$ cat src/hw/rtcic_params.svh
// Purpose: Offsets, field positions, reset values and timing counts
// Assumes: Word-indexed registers, byte address is four times the index
// Notes:   Definitions only
`ifndef RTCIC_PARAMS_SVH
`define RTCIC_PARAMS_SVH

// ===========================================================================
// Register indices
`define RTCIC_IDX_CONTROL_1     6'h00
`define RTCIC_IDX_IRQ_ENABLE    6'h01
`define RTCIC_IDX_IRQ_FLAGS     6'h02
`define RTCIC_IDX_STATUS        6'h03
`define RTCIC_IDX_NV_CONTROL    6'h30

// ===========================================================================
// Field positions
`define RTCIC_BIT_WATCH_EN      0
`define RTCIC_BIT_RECOVERY_EN   4
`define RTCIC_BIT_CLK_INT       7
`define RTCIC_BIT_SCAN_SEL      0
`define RTCIC_BIT_CLK_SEL_LO    2
`define RTCIC_BIT_CLK_SEL_HI    3
`define RTCIC_BIT_PIN_LEVEL     7
`define RTCIC_NUM_SRC           5

// ===========================================================================
// Reset values
`define RTCIC_RST_CONTROL_1     8'h11
`define RTCIC_RST_IRQ_ENABLE    8'h00
`define RTCIC_RST_IRQ_FLAGS     8'h00
`define RTCIC_RST_STATUS        8'h00
`define RTCIC_RST_NV_CONTROL    8'h00

// ===========================================================================
// Timing
`define RTCIC_CLK_HZ            20000000
`define RTCIC_PWRUP_MS          70
`define RTCIC_PWRUP_CYC         ((`RTCIC_PWRUP_MS * `RTCIC_CLK_HZ) / 1000)
`define RTCIC_SCAN_SHORT_S      1
`define RTCIC_SCAN_LONG_S       16
`define RTCIC_TIMEOUT_SHORT     6'(2 * `RTCIC_SCAN_SHORT_S)
`define RTCIC_TIMEOUT_LONG      6'(2 * `RTCIC_SCAN_LONG_S)

`endif

$ cat src/hw/rtcic_pkg.sv
// Purpose: Shared types of the interrupt and clock output block
// Assumes: Constants live in rtcic_params.svh
// Notes:   Types only
package rtcic_pkg;

  // =========================================================================
  // Clock output selection
  typedef enum logic [1:0] {
    RTCIC_F32768,
    RTCIC_F1024,
    RTCIC_F32,
    RTCIC_F1
  } rtcic_clk_sel_t;

  typedef logic [7:0] rtcic_byte_t;

endpackage

$ cat src/hw/rtcic_pre_if.sv
// Purpose: Carrier between control logic and prescaler
// Assumes: One clock domain
// Notes:   ctrl drives oscillator edges and compensation
`timescale 1ns/100ps

interface rtcic_pre_if;
  logic osc_rise;
  logic comp_add;
  logic comp_sub;
  logic div_1024;
  logic div_32;
  logic div_1;
  logic tick_1hz;

  modport ctrl (
    output osc_rise,
    output comp_add,
    output comp_sub,
    input  div_1024,
    input  div_32,
    input  div_1,
    input  tick_1hz
  );

  modport pre (
    input  osc_rise,
    input  comp_add,
    input  comp_sub,
    output div_1024,
    output div_32,
    output div_1,
    output tick_1hz
  );
endinterface

$ cat src/hw/rtcic_prescaler.sv
// Purpose: Divides oscillator edges to 1024, 32 and 1 Hz
// Assumes: osc_rise is a one-cycle pulse per oscillator period
// Notes:   Compensation adds or swallows one count
`timescale 1ns/100ps
`include "rtcic_params.svh"

module rtcic_prescaler (
  input  wire logic clk,
  input  wire logic sys_rst,
  rtcic_pre_if.pre  pre
);

  logic [14:0] count;
  logic [14:0] next_count;
  logic        tick;

  // ===========================================================================
  // Counter
  // Divider taps are plain counter bits, so high and low times match
  always_comb
  begin
    next_count = count;
    if (pre.osc_rise && !pre.comp_sub)
    begin
      next_count = count + 15'h0001;
    end
    if (pre.comp_add)
    begin
      next_count = next_count + 15'h0001;
    end
  end

  always_ff @(posedge clk)
  begin
    if (sys_rst)
    begin
      count <= 15'h0000;
      tick  <= 1'b0;
    end
    else
    begin
      count <= next_count;
      tick  <= count[14] && !next_count[14];
    end
  end

  // ===========================================================================
  // Taps
  assign pre.div_1024 = count[4];
  assign pre.div_32   = count[9];
  assign pre.div_1    = count[14];
  assign pre.tick_1hz = tick;

endmodule // rtcic_prescaler

$ cat src/hw/rtcic_top.sv
// Purpose: Interrupt pin, watch enable, self-recovery and clock output
// Assumes: Avalon-MM slave with waitrequest, one 20 MHz clock
// Notes:   Oscillator and pins are synchronised before use
//
// Overview of operation
// - Five sources latch request flags in bits 0 to 4 of the flag register; bits 0 to 3 latch only while their enable bit is set.
// - Interrupt pin is active low open drain, only ever pulled low.
// - Alarm enable bit 0 lets the pin follow alarm flag; zero write clears.
// - Timer enable bit 1 lets the pin follow timer flag; zero write clears.
// - Low-voltage one flag releases only once flag and status bit 2 clear.
// - Low-voltage two flag releases only once flag and status bit 3 clear.
// - System-reset flag releases only once flag and status bit 4 clear.
// - Watch enable bit 0 gates the 1 Hz time base, reset value one.
// - Watch enable zero holds the time counters; one restarts them.
// - Watch enable never touches the clock output.
// - Supervision counter not cleared in time forces a recovery reset.
// - Recovery enable bit 4 switches supervision, reset value one.
// - Recovery reloads control registers; time, alarm, timer kept.
// - After a recovery reset the reset flag bit 4 is set.
// - Select bits 3 to 2 pick 32768, 1024, 32 or 1 Hz.
// - 32768 Hz is raw oscillator; lower rates carry compensation.
// - Prescaler rates have equal high and low times.
// - After power-up the output runs at 32768 Hz for about 70 ms.
// - Clock/int bit 7 makes the pin push-pull, gated by the gate pin.
// - Recovery timeout scales with the scan period select.
// - Scan select zero means one second, one means sixteen seconds.
//
// The implementer's own choice: register access over Avalon-MM.
`timescale 1ns/100ps
`include "rtcic_params.svh"

module rtcic_top #(
  parameter int PWRUP_CYC = `RTCIC_PWRUP_CYC
) (
  input  wire logic        clk,
  input  wire logic        sys_rst,
  input  wire logic [7:0]  address,
  input  wire logic        read,
  input  wire logic        write,
  input  wire logic [3:0]  byteenable,
  input  wire logic [31:0] writedata,
  output logic      [31:0] readdata,
  output logic             waitrequest,
  input  wire logic        osc_32k,
  input  wire logic        alarm_event,
  input  wire logic        timer_event,
  input  wire logic        low_voltage_one,
  input  wire logic        low_voltage_two,
  input  wire logic        supervise_kick,
  input  wire logic        comp_add,
  input  wire logic        comp_sub,
  input  wire logic        irq_pin_i,
  output logic             irq_pin_o,
  output logic             irq_pin_oe,
  input  wire logic        clock_out_gate,
  output logic             clock_out_pin,
  output logic             clock_out_oe,
  output logic             watch_tick,
  output logic             recovery_rst
);

  // ===========================================================================
  // Declarations
  rtcic_pkg::rtcic_byte_t control_1;
  rtcic_pkg::rtcic_byte_t irq_enable;
  rtcic_pkg::rtcic_byte_t interrupt_flags;
  rtcic_pkg::rtcic_byte_t control_status;
  rtcic_pkg::rtcic_byte_t nonvolatile_control;
  rtcic_pkg::rtcic_clk_sel_t clk_sel;

  logic [2:0]  sync_1;
  logic [2:0]  sync_2;
  logic        osc_prev;
  logic        osc_rise;
  logic        bus_hit;
  logic        wr_lo;
  logic [5:0]  wr_idx;
  logic [5:0]  sup_count;
  logic [5:0]  sup_limit;
  logic        recover;
  logic [20:0] pwrup_count;
  logic        pwrup_hold;
  logic        sel_clock;
  logic [4:0]  src_event;
  logic [4:0]  flag_clear;
  logic [4:0]  next_flags;
  logic [4:0]  status_clear;
  logic [4:0]  next_status;

  rtcic_pre_if pre_bus ();

  // ===========================================================================
  // Address decode
  function automatic logic is_idx(input logic [7:0] addr,
                                  input logic [5:0] idx);
    is_idx = (addr[7:2] == idx) && (addr[1:0] == 2'h0);
  endfunction

  // ===========================================================================
  // Pin synchronisers
  // Stage one feeds stage two only, never logic
  always_ff @(posedge clk)
  begin
    if (sys_rst)
    begin
      sync_1 <= 3'h0;
      sync_2 <= 3'h0;
    end
    else
    begin
      sync_1 <= {irq_pin_i, clock_out_gate, osc_32k};
      sync_2 <= sync_1;
    end
  end

  always_ff @(posedge clk)
  begin
    if (sys_rst)
    begin
      osc_prev <= 1'b0;
    end
    else
    begin
      osc_prev <= sync_2[0];
    end
  end

  assign osc_rise = sync_2[0] && !osc_prev;

  // ===========================================================================
  // Prescaler
  assign pre_bus.osc_rise = osc_rise;
  assign pre_bus.comp_add = comp_add;
  assign pre_bus.comp_sub = comp_sub;

  rtcic_prescaler u_prescaler (
    .clk     (clk),
    .sys_rst (sys_rst),
    .pre     (pre_bus.pre)
  );

  // ===========================================================================
  // Avalon slave
  // One wait cycle per access; write acts on the edge waitrequest is low
  assign bus_hit = (read || write) && !waitrequest;
  assign wr_lo   = write && !waitrequest && byteenable[0];
  assign wr_idx  = address[7:2];

  always_ff @(posedge clk)
  begin
    if (sys_rst)
    begin
      waitrequest <= 1'b1;
    end
    else
    begin
      waitrequest <= !((read || write) && waitrequest);
    end
  end

  always_ff @(posedge clk)
  begin
    if (sys_rst)
    begin
      readdata <= 32'h0000_0000;
    end
    else if (read && waitrequest)
    begin
      readdata <= 32'h0000_0000;
      if (is_idx(address, `RTCIC_IDX_CONTROL_1))
      begin
        readdata[7:0] <= control_1;
      end
      if (is_idx(address, `RTCIC_IDX_IRQ_ENABLE))
      begin
        readdata[7:0] <= irq_enable;
      end
      if (is_idx(address, `RTCIC_IDX_IRQ_FLAGS))
      begin
        readdata[7:0] <= interrupt_flags;
      end
      if (is_idx(address, `RTCIC_IDX_STATUS))
      begin
        readdata[7:0] <= control_status;
        readdata[`RTCIC_BIT_PIN_LEVEL] <= sync_2[2];
      end
      if (is_idx(address, `RTCIC_IDX_NV_CONTROL))
      begin
        readdata[7:0] <= nonvolatile_control;
      end
    end
  end

  // ===========================================================================
  // Control registers
  // Recovery reloads these but leaves the nonvolatile register alone
  always_ff @(posedge clk)
  begin
    if (sys_rst || recover)
    begin
      control_1  <= `RTCIC_RST_CONTROL_1;
      irq_enable <= `RTCIC_RST_IRQ_ENABLE;
    end
    else if (wr_lo && bus_hit)
    begin
      if (wr_idx == `RTCIC_IDX_CONTROL_1 && address[1:0] == 2'h0)
      begin
        control_1 <= writedata[7:0] & 8'h91;
      end
      if (wr_idx == `RTCIC_IDX_IRQ_ENABLE && address[1:0] == 2'h0)
      begin
        irq_enable <= writedata[7:0] & 8'h1F;
      end
    end
  end

  always_ff @(posedge clk)
  begin
    if (sys_rst)
    begin
      nonvolatile_control <= `RTCIC_RST_NV_CONTROL;
    end
    else if (wr_lo && is_idx(address, `RTCIC_IDX_NV_CONTROL))
    begin
      nonvolatile_control <= writedata[7:0];
    end
  end

  // ===========================================================================
  // Flags and status
  assign src_event = {recover,
                      low_voltage_two,
                      low_voltage_one,
                      timer_event,
                      alarm_event};

  // Low-voltage and reset flags stay put until their status bit is zero
  genvar g;
  generate
    for (g = 0; g < `RTCIC_NUM_SRC; g = g + 1)
    begin : g_flag
      if (g < 2)
      begin : g_simple
        assign flag_clear[g] = wr_lo &&
          is_idx(address, `RTCIC_IDX_IRQ_FLAGS) &&
          !writedata[g];
        assign status_clear[g] = 1'b0;
        assign next_status[g]  = 1'b0;
      end
      else
      begin : g_paired
        assign flag_clear[g] = wr_lo &&
          is_idx(address, `RTCIC_IDX_IRQ_FLAGS) &&
          !writedata[g] && !control_status[g];
        assign status_clear[g] = wr_lo &&
          is_idx(address, `RTCIC_IDX_STATUS) && !writedata[g];
        // Set wins over a clear in the same cycle
        assign next_status[g] = src_event[g] ||
          (control_status[g] && !status_clear[g]);
      end
      assign next_flags[g] = (src_event[g] && (irq_enable[g] || g == 4)) ||
        (interrupt_flags[g] && !flag_clear[g]);
    end
  endgenerate

  always_ff @(posedge clk)
  begin
    if (sys_rst)
    begin
      interrupt_flags <= `RTCIC_RST_IRQ_FLAGS;
      control_status  <= `RTCIC_RST_STATUS;
    end
    else if (recover)
    begin
      interrupt_flags <= `RTCIC_RST_IRQ_FLAGS | 8'h10;
      control_status  <= `RTCIC_RST_STATUS | 8'h10;
    end
    else
    begin
      interrupt_flags <= {3'h0, next_flags};
      control_status  <= {3'h0, next_status};
    end
  end

  // ===========================================================================
  // Interrupt pin
  // Output value never rises: the pull-up gives the idle level
  always_ff @(posedge clk)
  begin
    if (sys_rst)
    begin
      irq_pin_o  <= 1'b0;
      irq_pin_oe <= 1'b0;
    end
    else
    begin
      irq_pin_o  <= 1'b0;
      irq_pin_oe <= |(irq_enable[4:0] & next_flags);
    end
  end

  // ===========================================================================
  // Watch time base
  always_ff @(posedge clk)
  begin
    if (sys_rst)
    begin
      watch_tick <= 1'b0;
    end
    else
    begin
      watch_tick <= pre_bus.tick_1hz &&
                    control_1[`RTCIC_BIT_WATCH_EN];
    end
  end

  // ===========================================================================
  // Self-recovery supervision
  // Counts whole seconds, so timeout resolution is one second
  assign sup_limit = nonvolatile_control[`RTCIC_BIT_SCAN_SEL] ?
                     `RTCIC_TIMEOUT_LONG :
                     `RTCIC_TIMEOUT_SHORT;
  assign recover   = control_1[`RTCIC_BIT_RECOVERY_EN] &&
                     pre_bus.tick_1hz && !supervise_kick &&
                     (sup_count == sup_limit - 6'h01);

  always_ff @(posedge clk)
  begin
    if (sys_rst || recover || supervise_kick ||
        !control_1[`RTCIC_BIT_RECOVERY_EN])
    begin
      sup_count <= 6'h00;
    end
    else if (pre_bus.tick_1hz)
    begin
      sup_count <= sup_count + 6'h01;
    end
  end

  always_ff @(posedge clk)
  begin
    if (sys_rst)
    begin
      recovery_rst <= 1'b0;
    end
    else
    begin
      recovery_rst <= recover;
    end
  end

  // ===========================================================================
  // Power-up hold
  // Only power-up, not recovery, restarts the hold
  always_ff @(posedge clk)
  begin
    if (sys_rst)
    begin
      pwrup_count <= 21'h000000;
      pwrup_hold  <= 1'b1;
    end
    else if (pwrup_hold)
    begin
      pwrup_count <= pwrup_count + 21'h000001;
      pwrup_hold  <= (pwrup_count < 21'(PWRUP_CYC - 1));
    end
  end

  // ===========================================================================
  // Clock output
  assign clk_sel = pwrup_hold ? rtcic_pkg::RTCIC_F32768 :
    rtcic_pkg::rtcic_clk_sel_t'(nonvolatile_control[3:2]);

  always_comb
  begin
    unique case (clk_sel)
      rtcic_pkg::RTCIC_F32768: sel_clock = sync_2[0];
      rtcic_pkg::RTCIC_F1024:  sel_clock = pre_bus.div_1024;
      rtcic_pkg::RTCIC_F32:    sel_clock = pre_bus.div_32;
      rtcic_pkg::RTCIC_F1:     sel_clock = pre_bus.div_1;
    endcase
  end

  // Watch enable deliberately absent here
  always_ff @(posedge clk)
  begin
    if (sys_rst)
    begin
      clock_out_pin <= 1'b0;
      clock_out_oe  <= 1'b0;
    end
    else
    begin
      clock_out_oe  <= control_1[`RTCIC_BIT_CLK_INT];
      clock_out_pin <= sel_clock && sync_2[1];
    end
  end

endmodule // rtcic_top

$ cat config.mk
export PLATFORM = sky130hd
export DESIGN_NAME = rtcic_top
export DESIGN_NICKNAME = d
export VERILOG_FILES = /design/src/hw/rtcic_pkg.sv /design/src/hw/rtcic_pre_if.sv /design/src/hw/rtcic_prescaler.sv /design/src/hw/rtcic_top.sv
export VERILOG_INCLUDE_DIRS = /design/src /design/src/hw
export SDC_FILE = /design/constraint.sdc
export NUM_CORES = 1
export LEC_CHECK = 0
export BUFFER_PORTS_ARGS = -buffer_cell sky130_fd_sc_hd__clkbuf_2
export CAP_MARGIN = 15
export CORE_MARGIN = 2
export CORE_UTILIZATION = 30
export CTS_CLUSTER_SIZE = 30
export DETAILED_ROUTE_END_ITERATION = 10
export PLACE_DENSITY = 0.55
export SLEW_MARGIN = 20
export SYNTH_ARGS = -nofsm -noshare
export SYNTH_HDL_FRONTEND = slang
export SYNTH_SLANG_ARGS = --single-unit
$ cat constraint.sdc
create_clock -name clk -period 3.1 [get_ports clk]
set_input_delay 0.62 -clock clk [delete_from_list [all_inputs] [get_ports clk]]
set_output_delay 0.62 -clock clk [all_outputs]
set_load 0.02 [all_outputs]
Word-level counts from Yosys, hierarchy flattened:

Index checks and enable logic that the tools add are counted.
W data, S select, Z words.

* word-level logic and storage cells: 137
* bits of input ports: 58
* bits in registers: 94
* output and inout port bits: 39

* muxes and demuxes: 13
* add/subtract/negate cells: 5
* reduce and logical (&&, ||, !) cells: 87
* eq/ne operators: 8
* bitwise gates (word level): 1
* magnitude comparators: 1

Operators with widths (number)
* $logic_and A1 B1 Y1: 45
* $mux W8: 5
* $add A15 B1 Y15 const B: 2
* $mux W15: 2
* $logic_not A1 Y1: 23
* $add A21 B1 Y21 const B: 1
* $lt A21 B21 Y1 const B: 1
* $eq A6 B2 Y1 const B: 2
* $logic_or A1 B1 Y1: 12
* $mux W5: 2
* $add A6 B1 Y6 const B: 1
* $eq A6 B1 Y1 const B: 1
* $eq A6 B6 Y1: 1
* $eq A6 B6 Y1 const B: 1
* $logic_not A6 Y1: 1
* $mux W6: 1
* $sub A6 B1 Y6 const B: 1
* $and A5 B5 Y5: 1
* $reduce_or A5 Y1: 1
* $eq A2 B2 Y1 const B: 2
* $logic_not A2 Y1: 2
* $pmux W1 S4: 1
* $reduce_and A2 Y1: 2
* $eq A2 B1 Y1 const B: 1
* 3 further kinds: 3

Longest topological paths before layout:

* depth after elaboration: 11
* mapped depth: 11
* gate-level depth less buffers: 10

Cells and area by module:

From an unflattened synthesis, not the netlist that was laid out.

* cells, all modules: 532
* area, all modules: 4521.8 µm²

Modules (own cells, without submodules)
* rtcic_top: instances 1, sequential area each 1461.4 µm², cells an instance 390, area an instance 3350.7 µm²
* rtcic_prescaler: instances 1, sequential area each 320.3 µm², cells an instance 142, area an instance 1171.1 µm²

Worst setup path after synthesis:

Ideal clock, no wire load.

* path kind: input-to-reg
* from: input comp_sub
* to: register u_prescaler.count[10]
* path buffers: 2
* setup time: 0.122 ns
* data arrival time: 2.459 ns
* cell stages on the path: 10
* data required time: 2.978 ns
* slack: 0.519 ns
* cells stage by stage: or3b_1 > buf_6 > xnor2_1 > ha_1 > nand3b_1 > mux2i_1 > and3_1 > clkbuf_1 > a2111oi_0 > nand3b_1

* longest elaborated chain between the ends: 5

RTL lines
* start: declaration: RTL line rtcic_top.sv:51 `input wire logic comp_sub,`
* $logic_not A1 Y1 *: RTL line rtcic_prescaler.sv:23 `if (pre.osc_rise && !pre.comp_sub)`
* $logic_and A1 B1 Y1 *: RTL line rtcic_prescaler.sv:23
* $mux W15 *: RTL line rtcic_prescaler.sv:23
* $add A15 B1 Y15: RTL line rtcic_prescaler.sv:29 `next_count = next_count + 15'h0001;`
* $mux W15 *: RTL line rtcic_prescaler.sv:27 `if (pre.comp_add)`
* end signal: assignment: RTL line rtcic_prescaler.sv:42 `count <= next_count;`
* end: declaration: RTL line rtcic_prescaler.sv:13 `logic [14:0] count;`

Mark *: on every way between the ends. The rest lies on a longest branch, timed or not.
A chain may end at the register's enable or synchronous reset.

Worst setup path in the final report:

* from: register sync_2[0]
* to: register u_prescaler.count[10]

* longest elaborated chain between the ends: 5

RTL lines
* start: declaration: RTL line rtcic_top.sv:72 `logic [2:0] sync_2;`
* start signal: assignment: RTL line rtcic_top.sv:112 `sync_2 <= sync_1;`
* $logic_and A1 B1 Y1 *: RTL line rtcic_top.sv:128 `assign osc_rise = sync_2[0] && !osc_prev;`
* $logic_and A1 B1 Y1 *: RTL line rtcic_prescaler.sv:23
* $mux W15 *: RTL line rtcic_prescaler.sv:23
* $add A15 B1 Y15: RTL line rtcic_prescaler.sv:29
* $mux W15 *: RTL line rtcic_prescaler.sv:27

Marked as above.

==> summary.txt <==
post-CTS setup buffers: 0
Cell variety after synth: 64
Die Width: 127 um
CTS sink count: 89
Design Area, Final: 5150 sq um
Clock transition at path regs: 0.06 ns
critical path class: reg -> reg
min-delay src: waitrequest
storage element area: 1780 sq um
Reg-to-Reg Start: sync_2[0]
I/O pin cnt: 97
Core Box Area: 14,600 sq um
WL/cell: 14.2 um
Req. time, crit path: 3.33 ns
FP Rows: 44
area leader, netlist: dfxtp_1
Leak Pwr: 1.92 nW
drt pass-1 iters: 4
first-pass GRT wire length: 18,000 um
number of global-route vias before repair: 3,736
most instantiated cells after synthesis: 89 x dfxtp_1, 52 x nand2_1, 51 x nor2_1, 34 x a21oi_1, 32 x nand3_1
DP Area: 4810 sq um
Yosys reg bits: 89
PostCTS Resize Cnt: 0
initial antenna violation count: 0
Yosys top cell area share: 39.5%
total power: 2.56 mW
total number of vias: 3,928
yosys warns: 0
Tmin final: 2.55 ns
Max H-tree Level: 3
sequential share of the synthesized area: 39.5%
Worst Tran Pin Value: 0.707 ns
fillers: 1,502
crit path max fanout: 7
unrepaired setup endpoints after global routing: no
Worst Setup End Kind: flip-flop
Syn Area/Cell: 8.30 sq um
synthesized instance count: 543
cell with the most instances after synthesis: dfxtp_1
footprint of the multi-input gates: 2480 sq um
fin crit share: 82.1%
DIE HEIGHT: 127 um
cts bufs inserted: 9
WL final: 10,900 um
Arrival @ worst endpoint: 2.77 ns
area delta synth->final: 14.3%
R2R cell count: 8
PwrDens: 497 nW/um^2
Slew Limit Fails: 0
global placer's final weighted congestion: 0.865
overall routing resource usage: 13.6%
Hold WC Path Type: reg -> reg
status: completed
CTS tree: built
Critical Path Source: sync_2[0]
Synth area leaders: dfxtp_1 40%, nand2_1 4.3%, nor2_1 4.2%
Final ANT Viol Nets: 0
Final setup viols: 0
Rel. slew slack: 52.4%
EDFF count, synth: 0
pre-CTS WS: 0.278 ns
TNS Setup: 0 ns
Skew-Pair Late Insertion Delay: 0.34 ns
Layout Nets: 640
GRT overflow: 0
fmax: 393 MHz
predominant post-synthesis flop cell: dfxtp_1
largest net degree at the start of global routing: 41
Starting DRT DRC Count: 216
Initial Util: 30.9%
Clock Tree Root: clkbuf_16
worst setup margin: 0.555 ns
residual DRC count: 0
Max Cap Viol: 0
dpl hpwl: 7730 um
CTS Hold Bufs: 0
buffer levels on the longest clock path: 2
final hold vios: 0
IO buf count: 44
startpoint types: flip-flop
mapped cell area: 4510 sq um
# diodes: 0
via-per-instance ratio: 5.12
layout cells sized above 1: 13.0%
Fin Clk Skew: 0.00531 ns
worst vdd ir: 0.266 mV
ys async rst share: 0%
hold depth: 1
Die Area: 16,000 sq um
## cells in the final DEF (no fill, tap or decap), types with 20 or more instances in the layout
master / synthesis / final
dfxtp_1: 89 / 89
nand2_1: 52 / 52
nor2_1: 51 / 51
clkbuf_2: 0 / 44
a21oi_1: 34 / 34
nand3_1: 32 / 32
conb_1: 1 / 25
nor3_1: 22 / 22
o21ai_0: 20 / 20
xor2_1: 20 / 20
## critical path: stages, from the launching register on
cell and delay, ns:
dfxtp_1 0.43, or3b_1 0.41, xnor2_1 0.26, ha_1 0.26, nand3b_1 0.10, mux2i_1 0.27, and3_1 0.39, a2111oi_0 0.15
nand3b_1 0.17
## stage by stage
| step | utilization (%) | hold WS, ns | instances |
|---|---|---|---|
| finish | 35.3 | 0.451 | 767 |
| global route | 35.3 | 0.467 | 767 |
| CTS | 35.3 | 0.453 | 767 |
| detailed placement | 33.0 | 0.432 | 751 |
| global placement | 33.0 | 0.425 | 751 |
| floorplan | - | 0.414 | 567 |
## report_power, final
group / leakage (nW) / internal, mW / switching, mW
sequential: 0.721 / 1.16 / 0.0204
combinational: 1.03 / 0.0479 / 0.108
clock: 0.169 / 0.772 / 0.452
## registers in the layout, summed over array words and instances, names as in the netlist
register,count
clock_out_oe,1
clock_out_pin,1
control_1,3
control_status,3
interrupt_flags,5
irq_enable,5
irq_pin_oe,1
nonvolatile_control,8
osc_prev,1
pwrup_count,21
pwrup_hold,1
readdata,8
recovery_rst,1
sup_count,6
sync_1,3
sync_2,3
u_prescaler.count,15
u_prescaler.pre.tick_1hz,1
waitrequest,1
watch_tick,1
## metal layers
layer	up-vias	routed length, um	track usage [%]
li1	1962	-	-
met1	1848	5220	17.5
met2	105	4930	22.4
met3	13	576	3.21
met4	0	132	4.78
met5	-	0	0
## logic make-up (layout without fill, tap and decap cells)
logic type | after synthesis | count (layout) | share of synthesized area (%)
simple gates | 236 | 236 | 26.9
compound gates | 103 | 103 | 14.8
flops | 89 | 89 | 39.5
buf+inv | 61 | 77 | 7.38
xor+xnor | 35 | 35 | 6.80
mux | 14 | 14 | 3.38
fa+ha+maj | 4 | 4 | 1.11
other cells | 1 | 25 | 0.0832
## final timing paths
check / to / slack [ns]
max: u_prescaler.count[10] / 0.55
min: waitrequest / 0.45
max reg2reg: u_prescaler.count[10] / 0.55
min reg2reg: waitrequest / 0.45
## final cells by class
cell class	instances	area share [%]
Sequential cell	89	34.6
Inverter	8	0.583
Timing Repair Buffer	53	5.58
Tap cell	184	4.47
Multi-Input combinational cell	417	48.2
Clock inverter	4	1.43
Clock buffer	12	5.17
Note: power is estimated with default switching activity, not from simulation.
